===== src/verilog/tcg_regs.vh =====
`ifndef TCG_REGS_VH
`define TCG_REGS_VH
`define TCG_CLK_HZ 200000000
`define TCG_TICK_MS 100
`define TCG_TICK_CYC (`TCG_CLK_HZ / 1000 * `TCG_TICK_MS)
`define TCG_HOLD_MAX 8'h50
`define TCG_HOLD_DEF 8'h14
`define TCG_MODE_OFF 4'h0
`define TCG_MODE_FREE 4'h1
`define TCG_MODE_RECRUN 4'h2
`define TCG_MODE_JAMONCE 4'h3
`define TCG_MODE_TOD 4'h4
`define TCG_MODE_EXT 4'h5
`define TCG_MODE_EXTC 4'h6
`define TCG_MODE_EXTREC 4'h7
`define TCG_MODE_EXTRECC 4'h8
`define TCG_MODE_MUTE 4'h9
`define TCG_UB_MODES 3'h7
`define TCG_MAX_H 5'h17
`define TCG_MAX_MS 6'h3B
`endif


===== src/verilog/tcg_core.v =====
`timescale 1ns/100ps
`include "tcg_regs.vh"
module tcg_core #(
  parameter TICK_CYC = `TCG_TICK_CYC
) (
  // Clock and reset.
  input wire CLK_I,
  input wire SYS_RST_I,
  // Register port.
  input wire [3:0] ADDR_I,
  input wire [31:0] WDATA_I,
  input wire WR_I,
  input wire RD_I,
  output reg [31:0] RDATA_O,
  // Time code input side, from the link receiver.
  input wire RX_VALID_I,
  input wire RX_FRAME_I,
  input wire [23:0] RX_TIME_I,
  input wire [4:0] RX_FRAME_NUM_I,
  input wire [3:0] RX_RATE_I,
  // Time code clock frame tick and time-of-day clock.
  input wire TC_TICK_I,
  input wire [23:0] TOD_TIME_I,
  input wire TOD_RESET_I,
  // Transport.
  input wire PLAYING_I,
  input wire PRE_ROLL_I,
  // Outputs.
  output reg [28:0] GEN_TIME_O,
  output reg GEN_BLANK_O,
  output reg TC_OUT_EN_O,
  output reg [3:0] FILE_RATE_O,
  output reg RX_INVALID_O,
  output reg REC_PENDING_O,
  output reg REC_START_O,
  output reg RECORD_O,
  output reg CAPTURE_FROM_DETECT_O,
  output reg [31:0] USER_BITS_O
);
  // Registers: 0 mode, 1 rate(fps-1,bit5 drop), 2 hold, 3 edit, 4 command,
  // 5 user-bit mode, 6 user edit, 7 status.
  reg [3:0] mode_q;
  reg [4:0] fps_q;
  reg drop_q;
  reg [7:0] hold_q;
  reg [28:0] edit_q;
  reg [2:0] ub_mode_q;
  reg [31:0] ub_edit_q;
  reg jam_rx_q, jam_zero_q, jam_val_q;
  // Synchronisers for asynchronous pins.
  reg [1:0] rxv_s, rxf_s, tick_s, todr_s, play_s, pre_s;
  reg rxf_d1_q, tick_d1_q, todr_d1_q;
  // Code words and time of day pass two stages, like their strobes.
  reg [32:0] rxd_a_q, rxd_b_q;
  reg [23:0] tod_a_q, tod_b_q;
  reg tod_loaded_q;
  reg [4:0] fr_q;
  reg [5:0] se_q, mi_q;
  reg [4:0] hr_q;
  reg [28:0] last_rx_q;
  reg advancing_q;
  reg [24:0] adv_cnt_q;
  reg [24:0] tick_cnt_q;
  reg [7:0] hold_cnt_q;
  reg pend_q, rec_q;
  wire ext_mode = (mode_q >= `TCG_MODE_EXT) && (mode_q <= `TCG_MODE_EXTRECC);
  wire cont_mode = (mode_q == `TCG_MODE_EXTC) ||
    (mode_q == `TCG_MODE_EXTRECC);
  wire trig_mode = (mode_q == `TCG_MODE_EXTREC) ||
    (mode_q == `TCG_MODE_EXTRECC);
  wire rx_ok = rxv_s[1];
  wire rx_frame = rxf_s[1] & ~rxf_d1_q;
  wire tc_tick = tick_s[1] & ~tick_d1_q;
  wire tod_rst = todr_s[1] & ~todr_d1_q;
  wire [28:0] rx_val = rxd_b_q[28:0];
  wire rate_match = (rxd_b_q[32:29] == {drop_q, fps_q[2:0]});
  wire [28:0] gen_val = {hr_q, 2'h0, mi_q, 2'h0, se_q, 3'h0, fr_q};
  wire ub_editable = (ub_mode_q == 3'h0) || (ub_mode_q == 3'h6);
  wire wr_edit_ok = (WDATA_I[28:24] <= `TCG_MAX_H) &&
    (WDATA_I[21:16] <= `TCG_MAX_MS) && (WDATA_I[13:8] <= `TCG_MAX_MS) &&
    (WDATA_I[4:0] <= 5'h1D);
  reg run_en;
  always @* begin
    case (mode_q)
      `TCG_MODE_OFF: run_en = 1'b0;
      `TCG_MODE_RECRUN: run_en = rec_q;
      `TCG_MODE_EXTREC: run_en = rec_q;
      // Stationary code never ticks here; only lost code lets it run on.
      `TCG_MODE_EXTRECC: run_en = 1'b1;
      default: run_en = 1'b1;
    endcase
  end
  always @(posedge CLK_I or posedge SYS_RST_I) begin
    if (SYS_RST_I) begin
      rxv_s <= 2'h0; rxf_s <= 2'h0; tick_s <= 2'h0;
      todr_s <= 2'h0; play_s <= 2'h0; pre_s <= 2'h0;
      rxf_d1_q <= 1'b0; tick_d1_q <= 1'b0; todr_d1_q <= 1'b0;
      rxd_a_q <= 33'h0; rxd_b_q <= 33'h0;
      tod_a_q <= 24'h0; tod_b_q <= 24'h0;
    end else begin
      rxv_s <= {rxv_s[0], RX_VALID_I};
      rxf_s <= {rxf_s[0], RX_FRAME_I};
      tick_s <= {tick_s[0], TC_TICK_I};
      todr_s <= {todr_s[0], TOD_RESET_I};
      play_s <= {play_s[0], PLAYING_I};
      pre_s <= {pre_s[0], PRE_ROLL_I};
      rxf_d1_q <= rxf_s[1];
      tick_d1_q <= tick_s[1];
      todr_d1_q <= todr_s[1];
      rxd_a_q <= {RX_RATE_I, RX_TIME_I, RX_FRAME_NUM_I};
      rxd_b_q <= rxd_a_q;
      tod_a_q <= TOD_TIME_I;
      tod_b_q <= tod_a_q;
    end
  end
  // Register writes; jam commands are one-shot and self-clear.
  always @(posedge CLK_I or posedge SYS_RST_I) begin
    if (SYS_RST_I) begin
      mode_q <= `TCG_MODE_OFF;
      fps_q <= 5'h1D;
      drop_q <= 1'b0;
      hold_q <= `TCG_HOLD_DEF;
      edit_q <= 29'h0;
      ub_mode_q <= 3'h0;
      ub_edit_q <= 32'h0;
      jam_rx_q <= 1'b0; jam_zero_q <= 1'b0; jam_val_q <= 1'b0;
    end else begin
      jam_zero_q <= WR_I && ADDR_I == 4'h4 && WDATA_I[1];
      jam_val_q <= WR_I && ADDR_I == 4'h4 && WDATA_I[2];
      if (WR_I && ADDR_I == 4'h4 && WDATA_I[0])
        jam_rx_q <= 1'b1;
      else if (jam_rx_q && (!rx_ok || (rx_frame && (rate_match ||
               rx_val[4:0] == 5'h00))))
        jam_rx_q <= 1'b0;
      if (WR_I) begin
        case (ADDR_I)
          4'h0: mode_q <= WDATA_I[3:0];
          4'h1: begin
            fps_q <= WDATA_I[4:0];
            drop_q <= WDATA_I[5];
          end
          4'h2: if (WDATA_I[7:0] <= `TCG_HOLD_MAX)
            hold_q <= WDATA_I[7:0];
          4'h3: if (wr_edit_ok)
            edit_q <= WDATA_I[28:0];
          4'h5: if (WDATA_I[2:0] < `TCG_UB_MODES)
            ub_mode_q <= WDATA_I[2:0];
          4'h6: if (ub_editable)
            ub_edit_q <= WDATA_I;
          default: ;
        endcase
      end
    end
  end
  // Generator counter with drop-frame skip.
  always @(posedge CLK_I or posedge SYS_RST_I) begin
    if (SYS_RST_I) begin
      fr_q <= 5'h0; se_q <= 6'h0; mi_q <= 6'h0; hr_q <= 5'h0;
      tod_loaded_q <= 1'b0;
    end else if (jam_zero_q) begin
      fr_q <= 5'h0; se_q <= 6'h0; mi_q <= 6'h0; hr_q <= 5'h0;
    end else if (jam_val_q) begin
      hr_q <= edit_q[28:24]; mi_q <= edit_q[21:16];
      se_q <= edit_q[13:8]; fr_q <= edit_q[4:0];
    end else if (jam_rx_q && rx_ok && rx_frame &&
                 (rate_match || rx_val[4:0] == 5'h00)) begin
      hr_q <= rx_val[28:24]; mi_q <= rx_val[21:16];
      se_q <= rx_val[13:8]; fr_q <= rx_val[4:0];
    end else if (ext_mode && rx_ok && rx_frame) begin
      hr_q <= rx_val[28:24]; mi_q <= rx_val[21:16];
      se_q <= rx_val[13:8]; fr_q <= rx_val[4:0];
    end else if (mode_q == `TCG_MODE_TOD &&
                 (!tod_loaded_q || tod_rst)) begin
      tod_loaded_q <= 1'b1;
      hr_q <= tod_b_q[23:19]; mi_q <= tod_b_q[16:11];
      se_q <= tod_b_q[8:3]; fr_q <= 5'h0;
    end else if (tc_tick && run_en &&
                 (!ext_mode || (cont_mode && !rx_ok))) begin
      if (fr_q < fps_q) begin
        fr_q <= fr_q + 5'h1;
      end else begin
        if (se_q < `TCG_MAX_MS) begin
          se_q <= se_q + 6'h1;
          fr_q <= 5'h0;
        end else begin
          se_q <= 6'h0;
          if (mi_q < `TCG_MAX_MS) begin
            mi_q <= mi_q + 6'h1;
            fr_q <= (drop_q && ((mi_q + 6'h1) % 6'hA != 6'h0)) ?
              5'h2 : 5'h0;
          end else begin
            mi_q <= 6'h0;
            fr_q <= 5'h0;
            hr_q <= (hr_q < `TCG_MAX_H) ? hr_q + 5'h1 : 5'h0;
          end
        end
      end
    end
  end
  // Advance detector: code counts as moving if it changed within a tick.
  always @(posedge CLK_I or posedge SYS_RST_I) begin
    if (SYS_RST_I) begin
      last_rx_q <= 29'h0;
      advancing_q <= 1'b0;
      adv_cnt_q <= 25'h0;
    end else if (!rx_ok) begin
      advancing_q <= 1'b0;
      adv_cnt_q <= 25'h0;
    end else if (rx_frame) begin
      last_rx_q <= rx_val;
      if (rx_val != last_rx_q) begin
        advancing_q <= 1'b1;
        adv_cnt_q <= 25'h0;
      end
    end else if (adv_cnt_q >= TICK_CYC[24:0]) begin
      advancing_q <= 1'b0;
    end else begin
      adv_cnt_q <= adv_cnt_q + 25'h1;
    end
  end
  // Hold-off and auto record.
  always @(posedge CLK_I or posedge SYS_RST_I) begin
    if (SYS_RST_I) begin
      tick_cnt_q <= 25'h0; hold_cnt_q <= 8'h0;
      pend_q <= 1'b0; rec_q <= 1'b0;
    end else if (!trig_mode) begin
      pend_q <= 1'b0; rec_q <= 1'b0;
      tick_cnt_q <= 25'h0; hold_cnt_q <= 8'h0;
    end else if (!advancing_q) begin
      pend_q <= 1'b0; rec_q <= 1'b0;
    end else if (!pend_q && !rec_q) begin
      pend_q <= 1'b1;
      tick_cnt_q <= 25'h0; hold_cnt_q <= 8'h0;
    end else if (pend_q) begin
      if (hold_cnt_q >= hold_q) begin
        pend_q <= 1'b0; rec_q <= 1'b1;
      end else if (tick_cnt_q >= TICK_CYC[24:0] - 25'h1) begin
        tick_cnt_q <= 25'h0;
        hold_cnt_q <= hold_cnt_q + 8'h1;
      end else begin
        tick_cnt_q <= tick_cnt_q + 25'h1;
      end
    end
  end
  // Outputs and read data.
  always @(posedge CLK_I or posedge SYS_RST_I) begin
    if (SYS_RST_I) begin
      RDATA_O <= 32'h0; GEN_TIME_O <= 29'h0; GEN_BLANK_O <= 1'b1;
      TC_OUT_EN_O <= 1'b0; FILE_RATE_O <= 4'h0; RX_INVALID_O <= 1'b1;
      REC_PENDING_O <= 1'b0; REC_START_O <= 1'b0; RECORD_O <= 1'b0;
      CAPTURE_FROM_DETECT_O <= 1'b0; USER_BITS_O <= 32'h0;
    end else begin
      GEN_TIME_O <= gen_val;
      GEN_BLANK_O <= (mode_q == `TCG_MODE_OFF);
      TC_OUT_EN_O <= (mode_q == `TCG_MODE_MUTE) ?
        (rec_q || play_s[1]) : (mode_q != `TCG_MODE_OFF);
      FILE_RATE_O <= {drop_q, fps_q[2:0]};
      RX_INVALID_O <= !rx_ok;
      REC_PENDING_O <= pend_q;
      REC_START_O <= pend_q && hold_cnt_q >= hold_q && advancing_q;
      RECORD_O <= rec_q;
      CAPTURE_FROM_DETECT_O <= pre_s[1] && (pend_q || rec_q);
      USER_BITS_O <= ub_editable ? ub_edit_q :
        {ub_mode_q, 5'h0, gen_val[28:5]};
      RDATA_O <= 32'h0;
      if (RD_I) begin
        case (ADDR_I)
          4'h0: RDATA_O <= {28'h0, mode_q};
          4'h1: RDATA_O <= {26'h0, drop_q, fps_q};
          4'h2: RDATA_O <= {24'h0, hold_q};
          4'h3: RDATA_O <= {3'h0, edit_q};
          4'h5: RDATA_O <= {29'h0, ub_mode_q};
          4'h6: RDATA_O <= ub_edit_q;
          4'h7: RDATA_O <= {rx_ok ? 3'h0 : 3'h1, gen_val};
          default: RDATA_O <= 32'h0;
        endcase
      end
    end
  end
endmodule // tcg_core


===== config.mk =====
export PLATFORM = sky130hd
export DESIGN_NAME = tcg_core
export DESIGN_NICKNAME = d
export VERILOG_FILES = /design/src/verilog/tcg_core.v
export VERILOG_INCLUDE_DIRS = /design/src /design/src/verilog
export SDC_FILE = /design/constraint.sdc
export NUM_CORES = 1
export LEC_CHECK = 0
export BUFFER_PORTS_ARGS = -buffer_cell sky130_fd_sc_hd__buf_2
export CORE_ASPECT_RATIO = 1.4
export CORE_MARGIN = 5
export CORE_UTILIZATION = 50
export CTS_CLUSTER_DIAMETER = 120
export DETAILED_ROUTE_END_ITERATION = 6
export GPL_TIMING_DRIVEN = 0
export MAX_ROUTING_LAYER = met4
export PLACE_DENSITY_LB_ADDON = 0.08
export SLEW_MARGIN = 15
export SYNTH_ARGS = -nofsm -noshare
export SYNTH_HDL_FRONTEND = slang
export SYNTH_SLANG_ARGS = --single-unit

===== constraint.sdc =====
create_clock -name CLK_I -period 15.4 [get_ports CLK_I]
set_input_delay 1.54 -clock CLK_I [delete_from_list [all_inputs] [get_ports CLK_I]]
set_output_delay 1.54 -clock CLK_I [all_outputs]
set_load 0.005 [all_outputs]

======== Word level (Yosys, flattened, before mapping) ========
Cells that the tools add are included.
word-level totals
  register bits after elaboration ......... 424
  word-level logic and storage cells ...... 246
  output and inout port bits .............. 104
operators by class
  divide/modulo/power cells ............... 1
  muxes and demuxes ....................... 75
  order comparisons ....................... 15
  equality and inequality tests ........... 29
  bitwise logic cells ..................... 10
  reductions and logical operators ........ 63
  add/subtract/negate cells ............... 7
operators with widths
  cell                   number
  $mux 25                10
  $pmux 32 s7            1
  $mux 6                 17
  $mux 5                 17
  $mux 32                2
  $add 25x1->25 const B  2
  $ge 25x25->1 const B   2
  $mux 8                 6
  $ne 29x29->1           1
  $eq 4x3->1 const B     7
  $logic_and 1x1->1      24
  $reduce_and 3->1       7
  $mux 1                 18
  $ne 6x6->1 const B     3
  $add 6x1->6 const B    2
  $eq 4x2->1 const B     3
  $le 6x6->1 const B     2
  $lt 6x6->1 const B     2
  $ne 3x3->1 const B     4
  $reduce_and 2->1       6
  $reduce_bool 6->1      2
  $add 5x1->5 const B    2
  $le 5x5->1 const B     2
  $logic_or 1x1->1       9
  29 further kinds       49

======== Longest topological paths before layout ========
  word-level depth ........................ 14
  gate-level depth with buffers ........... 11
  depth with buffers taken out ............ 11

======== Least setup slack after synthesis ========
Ideal clock, no wire load.
  path kind ............................... input -> register
  start point ............................. input port ADDR_I[2]
  end point ............................... register edit_q[10]
  stages on the path ...................... 8
  path slack .............................. 12.108 ns
  arrival ................................. 3.167 ns
  data required time ...................... 15.275 ns
  cells stage by stage .................... clkbuf_1 > nor2_2 > and3_1 > buf_2 > nand4_1 > a41oi_1 > buf_2 > mux2_2
on the way
  longest elaborated chain between the ends .. 2
RTL lines
  item                        RTL line        source
  start, declared             tcg_core.v:10   input wire [3:0] ADDR_I,
  $eq 4x2->1                  tcg_core.v:136  case (ADDR_I)
  $reduce_and 3->1 (no line)  --
  end signal, assigned        tcg_core.v:145  edit_q <= WDATA_I[28:0];
  end, declared               tcg_core.v:46   reg [28:0] edit_q;
Every way passes these cells.
A chain may end at the register's enable or synchronous reset.

======== Worst setup path in the final report ========
  start point ............................. input port ADDR_I[2]
  end point ............................... register edit_q[0]
Same word-level chain as after synthesis.

==> metrics.md <==
| Metric | Value |
|---|---|
| Floorplan die area | slightly below 0.04 sq mm |
| Endpoint type of the worst setup path | flop |
| Static leakage | between 9 and 10 nW |
| R2R Setup Slk | between 10 and 15 ns |
| Buffers inserted by post-CTS timing repair | 0 |
| Synth Flop Type | sky130_fd_sc_hd__dfrtp_1 |
| Startpoint of the worst hold path | rxd_a_q[15]$_DFF_PP0_ |
| Post-DP HPWL | 31300 um |
| Final setup violation count | 0 |
| Hold Slack | between 0.3 and 0.4 ns |
| Setup TNS | 0 ns |
| Number of cells on the worst reg-to-reg path | 11 |
| Length of routed wiring on met1 | 18300 um |
| Routability congestion estimate from global placement | 0.911 |
| TritonCTS clock tree | yes |
| First-pass GRT wire length | between 60000 and 70000 um |
| Initial antenna violation count | 1 |
| Global-route usage over all layers | between 20% and 30% |
| Average footprint of a synthesized cell | about 12 sq um |
| Port buffer count | 190 |
| Number of primary I/O pins | between 200 and 250 |
| Peak ir drop on the vdd network | roughly 110 uV |
| Hold path cells | 0 |
| Most area-consuming cells after synthesis | sky130_fd_sc_hd__dfrtp_1 58%, sky130_fd_sc_hd__mux2_2 8.3%, sky130_fd_sc_hd__nand2_1 2.2% |
| Critical path, cell by cell | clkbuf_1 -> nor2_2 -> and3_1 -> buf_2 -> nand4_1 -> a41oi_1 -> buf_2 -> mux2_2 |
| Core Region | between 0.03 and 0.04 sq mm |
| Number of synthesized register bits | 410 |
| Routed WL | approximately 43000 um |
| Share of the synthesized area in the top cell type | around three fifths |
| Relative max-transition margin | 51.9% |
| Maximum Capacitance Violations | 0 |
| Critical Path Source Type | input port |
| Fin nets | about 1800 |
| Netlist area before placement | between 0.015 and 0.02 sq mm |
| Routed length on met3 | between 2000 and 2500 um |
| Ys async rst share | 100% |
| CP most frequent cell | sky130_fd_sc_hd__buf_2 |
| Die width | approximately 170 um |
| 1st-iter DRT viols | around 740 |
| H-tree levels | 2 |
| Final period utilization | 22.0% |
| Top-count cell post-synth | sky130_fd_sc_hd__dfrtp_1 |
| Highest attainable clock frequency | ~0.29 GHz |
| Worst-case clock buffer depth | 3 |
| Count of hold-fix buffers inserted at cts | 0 |
| Cts repair resizes | 0 |
| Height of the chip | 230 um |
| Number of cells after detailed placement | about 2100 |
| Share of layout cells above drive strength 1 | 28.4% |
| Cells after synthesis | between 1000 and 1500 |
| Antenna-violating nets left | 0 |
| Post-detailed-route DRC marker count | 0 |
| Count of flip-flops with a built-in enable after synthesis | 0 |
| Average detailed-routed wire length per instance | 19.9 um |
| Post-layout min period | 3.39 ns |
| Required time of the worst setup path | 15.82 ns |
| Worst Setup Path Type | in -> reg |
| Outcome | finished clean |
| Worst Hold Class | reg -> reg |
| Yosys warning total | 0 |
| Vias in the first global route | roughly 12000 |
| Actual slew at the worst max-slew pin | 0.719 ns |
| Final count of hold timing violations | 0 |
| Routed met2 length | ~21000 um |
| Pwr Total | about 3 mW |
| Crit path largest cell delay | approximately 0.39 ns |
| Power density relative to cell area | 148 mW/mm^2 |
| Fin Clk Skew | around 0.015 ns |
| Routed vias/inst | roughly 5.5 |
| Grt total ovfl | 0 |
| Number of search-and-repair iterations in the first detailed-routing pass | 7 |
| Yosys top cell by area | sky130_fd_sc_hd__dfrtp_1 |
| Post-CTS clock slew at the launch and capture registers of the worst setup and hold paths | around 0.060 ns |
| Hold Crit Endpoint | rxd_b_q[15]$_DFF_PP0_ |
| Start of the worst register-to-register path | mi_q[0]$_DFFE_PP0P_ |
| Starting density of the core | roughly half |
| Area growth from synthesis to layout | 18.0% |
| Top routing layer in use | met4 |
| Worst flop-to-flop path endpoint | fr_q[1]$_DFFE_PP0P_ |
| Cell types with the highest counts after synthesis | 402 x sky130_fd_sc_hd__dfrtp_1, 127 x sky130_fd_sc_hd__mux2_2, 103 x sky130_fd_sc_hd__nand2_1 |
| Final Max Slew Viols | 0 |
| Crit path max-delay cell type | sky130_fd_sc_hd__nor2_2 |
| Crit path DAT | between 3 and 4 ns |
| Vias | between 10000 and 15000 |
| TritonCTS Sinks | just over 400 |
| Placement Rows | 80 |
| Number of non-filler instances in the completed layout | 2144 |
| Skew-Pair Late Insertion Delay | roughly 0.54 ns |
| Part of the Yosys area used for sequential elements | about three fifths |
| Worst-path maximum fanout | 10 |
| Final core utilization | 59.8% |
| Pin count of the biggest net entering global routing | about 120 |
| Netlist cell types | 92 |
| RSZ-0062 raised after global routing | no |
| Master cell of the clock root buffer | sky130_fd_sc_hd__clkbuf_16 |
| Number of clock buffers inserted by TritonCTS | 40 |
==> worst max-delay path, delay by kind of cell <==
kind	cells	cell delay (ns)
buffers and inverters	3	0.77
AND/OR/NAND/NOR	3	0.77
AO/OA/AOI/OAI	1	0.33
multiplexers	1	0.38
==> layout make-up <==
cell class              count  area [sq um]
fillers                  2826         13700
flip-flops and latches    410         10300
multi-input cells         901          6540
clock buffers              52          1110
repair buffers            194          1060
well taps                 451           564
plain buffers              80           400
clock inverters            22           345
inverters                  33           131
diodes                      1          2.50
==> cells by family after synthesis <==
kind of cell | count (synthesis) | share of synthesized area [%]
flops | 410 | 59.3
simple gates | 389 | 12.1
compound gates | 275 | 11.4
mux | 139 | 9.10
buf+inv | 113 | 3.03
xor+xnor | 69 | 3.49
fa+ha+maj | 22 | 1.59
other cells | 1 | 0.0217
==> metrics by stage <==
| stage | setup WS [ns] | cell area (sq um) |
|---|---|---|
| 2_1_floorplan | 2.47 | 17300 |
| 3_3_place_gp | -1.73 | 18900 |
| 3_5_place_dp | 11.49 | 19000 |
| 4_1_cts | 12.03 | 20400 |
| 5_1_grt | 11.93 | 20400 |
| 6_report | 12.01 | 20400 |
==> state kept, by name, summed over array words and instances, names as in the netlist, 6 cells and up <==
signal	count
rxd_a_q	33
rxd_b_q	33
RDATA_O	32
USER_BITS_O	32
ub_edit_q	32
edit_q	29
last_rx_q	29
adv_cnt_q	25
tick_cnt_q	25
GEN_TIME_O	22
tod_a_q	17
tod_b_q	17
hold_cnt_q	8
hold_q	8
mi_q	6
se_q	6
==> how the worst max path moves through the flow <==
stage	startpoint	to	slack, ns	depth (start not counted)
after floorplan	SYS_RST_I	CAPTURE_FROM_DETECT_O$_DFF_PP0_	2.47	1
after global placement	SYS_RST_I	USER_BITS_O[26]$_DFF_PP0_	-1.73	2
after detailed placement	ADDR_I[2]	edit_q[23]$_DFFE_PP0P_	11.49	8
after CTS	ADDR_I[2]	edit_q[0]$_DFFE_PP0P_	12.03	8
after global routing	ADDR_I[2]	edit_q[13]$_DFFE_PP0P_	11.93	8
final	ADDR_I[2]	edit_q[0]$_DFFE_PP0P_	12.01	8
==> metal layers <==
metal,vias up,track usage [%]
met4,0,6.37
met1,5852,30.4
met2,345,37.5
li1,5528,-
met3,69,3.06
met5,-,-
==> placed cells by master (no fill, tap or decap), types with 6 or more instances in the layout <==
| cell type | instances |
|---|---|
| sky130_fd_sc_hd__dfrtp_1 | 402 |
| sky130_fd_sc_hd__buf_2 | 210 |
| sky130_fd_sc_hd__mux2_2 | 127 |
| sky130_fd_sc_hd__nand2_1 | 103 |
| sky130_fd_sc_hd__nor2_1 | 97 |
| sky130_fd_sc_hd__o21ai_0 | 63 |
| sky130_fd_sc_hd__a21oi_1 | 48 |
| sky130_fd_sc_hd__clkbuf_1 | 46 |
| sky130_fd_sc_hd__clkbuf_16 | 41 |
| sky130_fd_sc_hd__xnor2_1 | 39 |
| sky130_fd_sc_hd__nand3_1 | 36 |
| sky130_fd_sc_hd__inv_1 | 31 |
| sky130_fd_sc_hd__xor2_1 | 30 |
| sky130_fd_sc_hd__o31ai_1 | 28 |
| sky130_fd_sc_hd__a22oi_1 | 25 |
| sky130_fd_sc_hd__and2_1 | 25 |
| sky130_fd_sc_hd__ha_1 | 22 |
| sky130_fd_sc_hd__a211oi_1 | 17 |
| sky130_fd_sc_hd__a22o_1 | 17 |
| sky130_fd_sc_hd__nor3_1 | 16 |
| sky130_fd_sc_hd__and3_1 | 15 |
| sky130_fd_sc_hd__nor4_1 | 12 |
| sky130_fd_sc_hd__buf_4 | 10 |
| sky130_fd_sc_hd__nor2b_1 | 10 |
| sky130_fd_sc_hd__nand4_1 | 10 |
| sky130_fd_sc_hd__nand2b_1 | 10 |
| sky130_fd_sc_hd__o41ai_1 | 10 |
| sky130_fd_sc_hd__mux2i_1 | 9 |
| sky130_fd_sc_hd__dfstp_2 | 8 |
| sky130_fd_sc_hd__or2_2 | 8 |
| sky130_fd_sc_hd__bufinv_16 | 8 |
| sky130_fd_sc_hd__clkinvlp_4 | 8 |
| sky130_fd_sc_hd__conb_1 | 7 |
| sky130_fd_sc_hd__a21o_1 | 6 |
| sky130_fd_sc_hd__nor4_2 | 6 |
| sky130_fd_sc_hd__buf_1 | 6 |
==> where the power goes <==
| group | switching [mW] | leakage (nW) | internal, mW |
|---|---|---|---|
| clock | 0.420 | 0.682 | 0.647 |
| sequential | 0.144 | 5.16 | 1.24 |
| combinational | 0.300 | 3.42 | 0.265 |
| total | 0.863 | 9.27 | 2.15 |
Power figures use the tool's default switching activity.
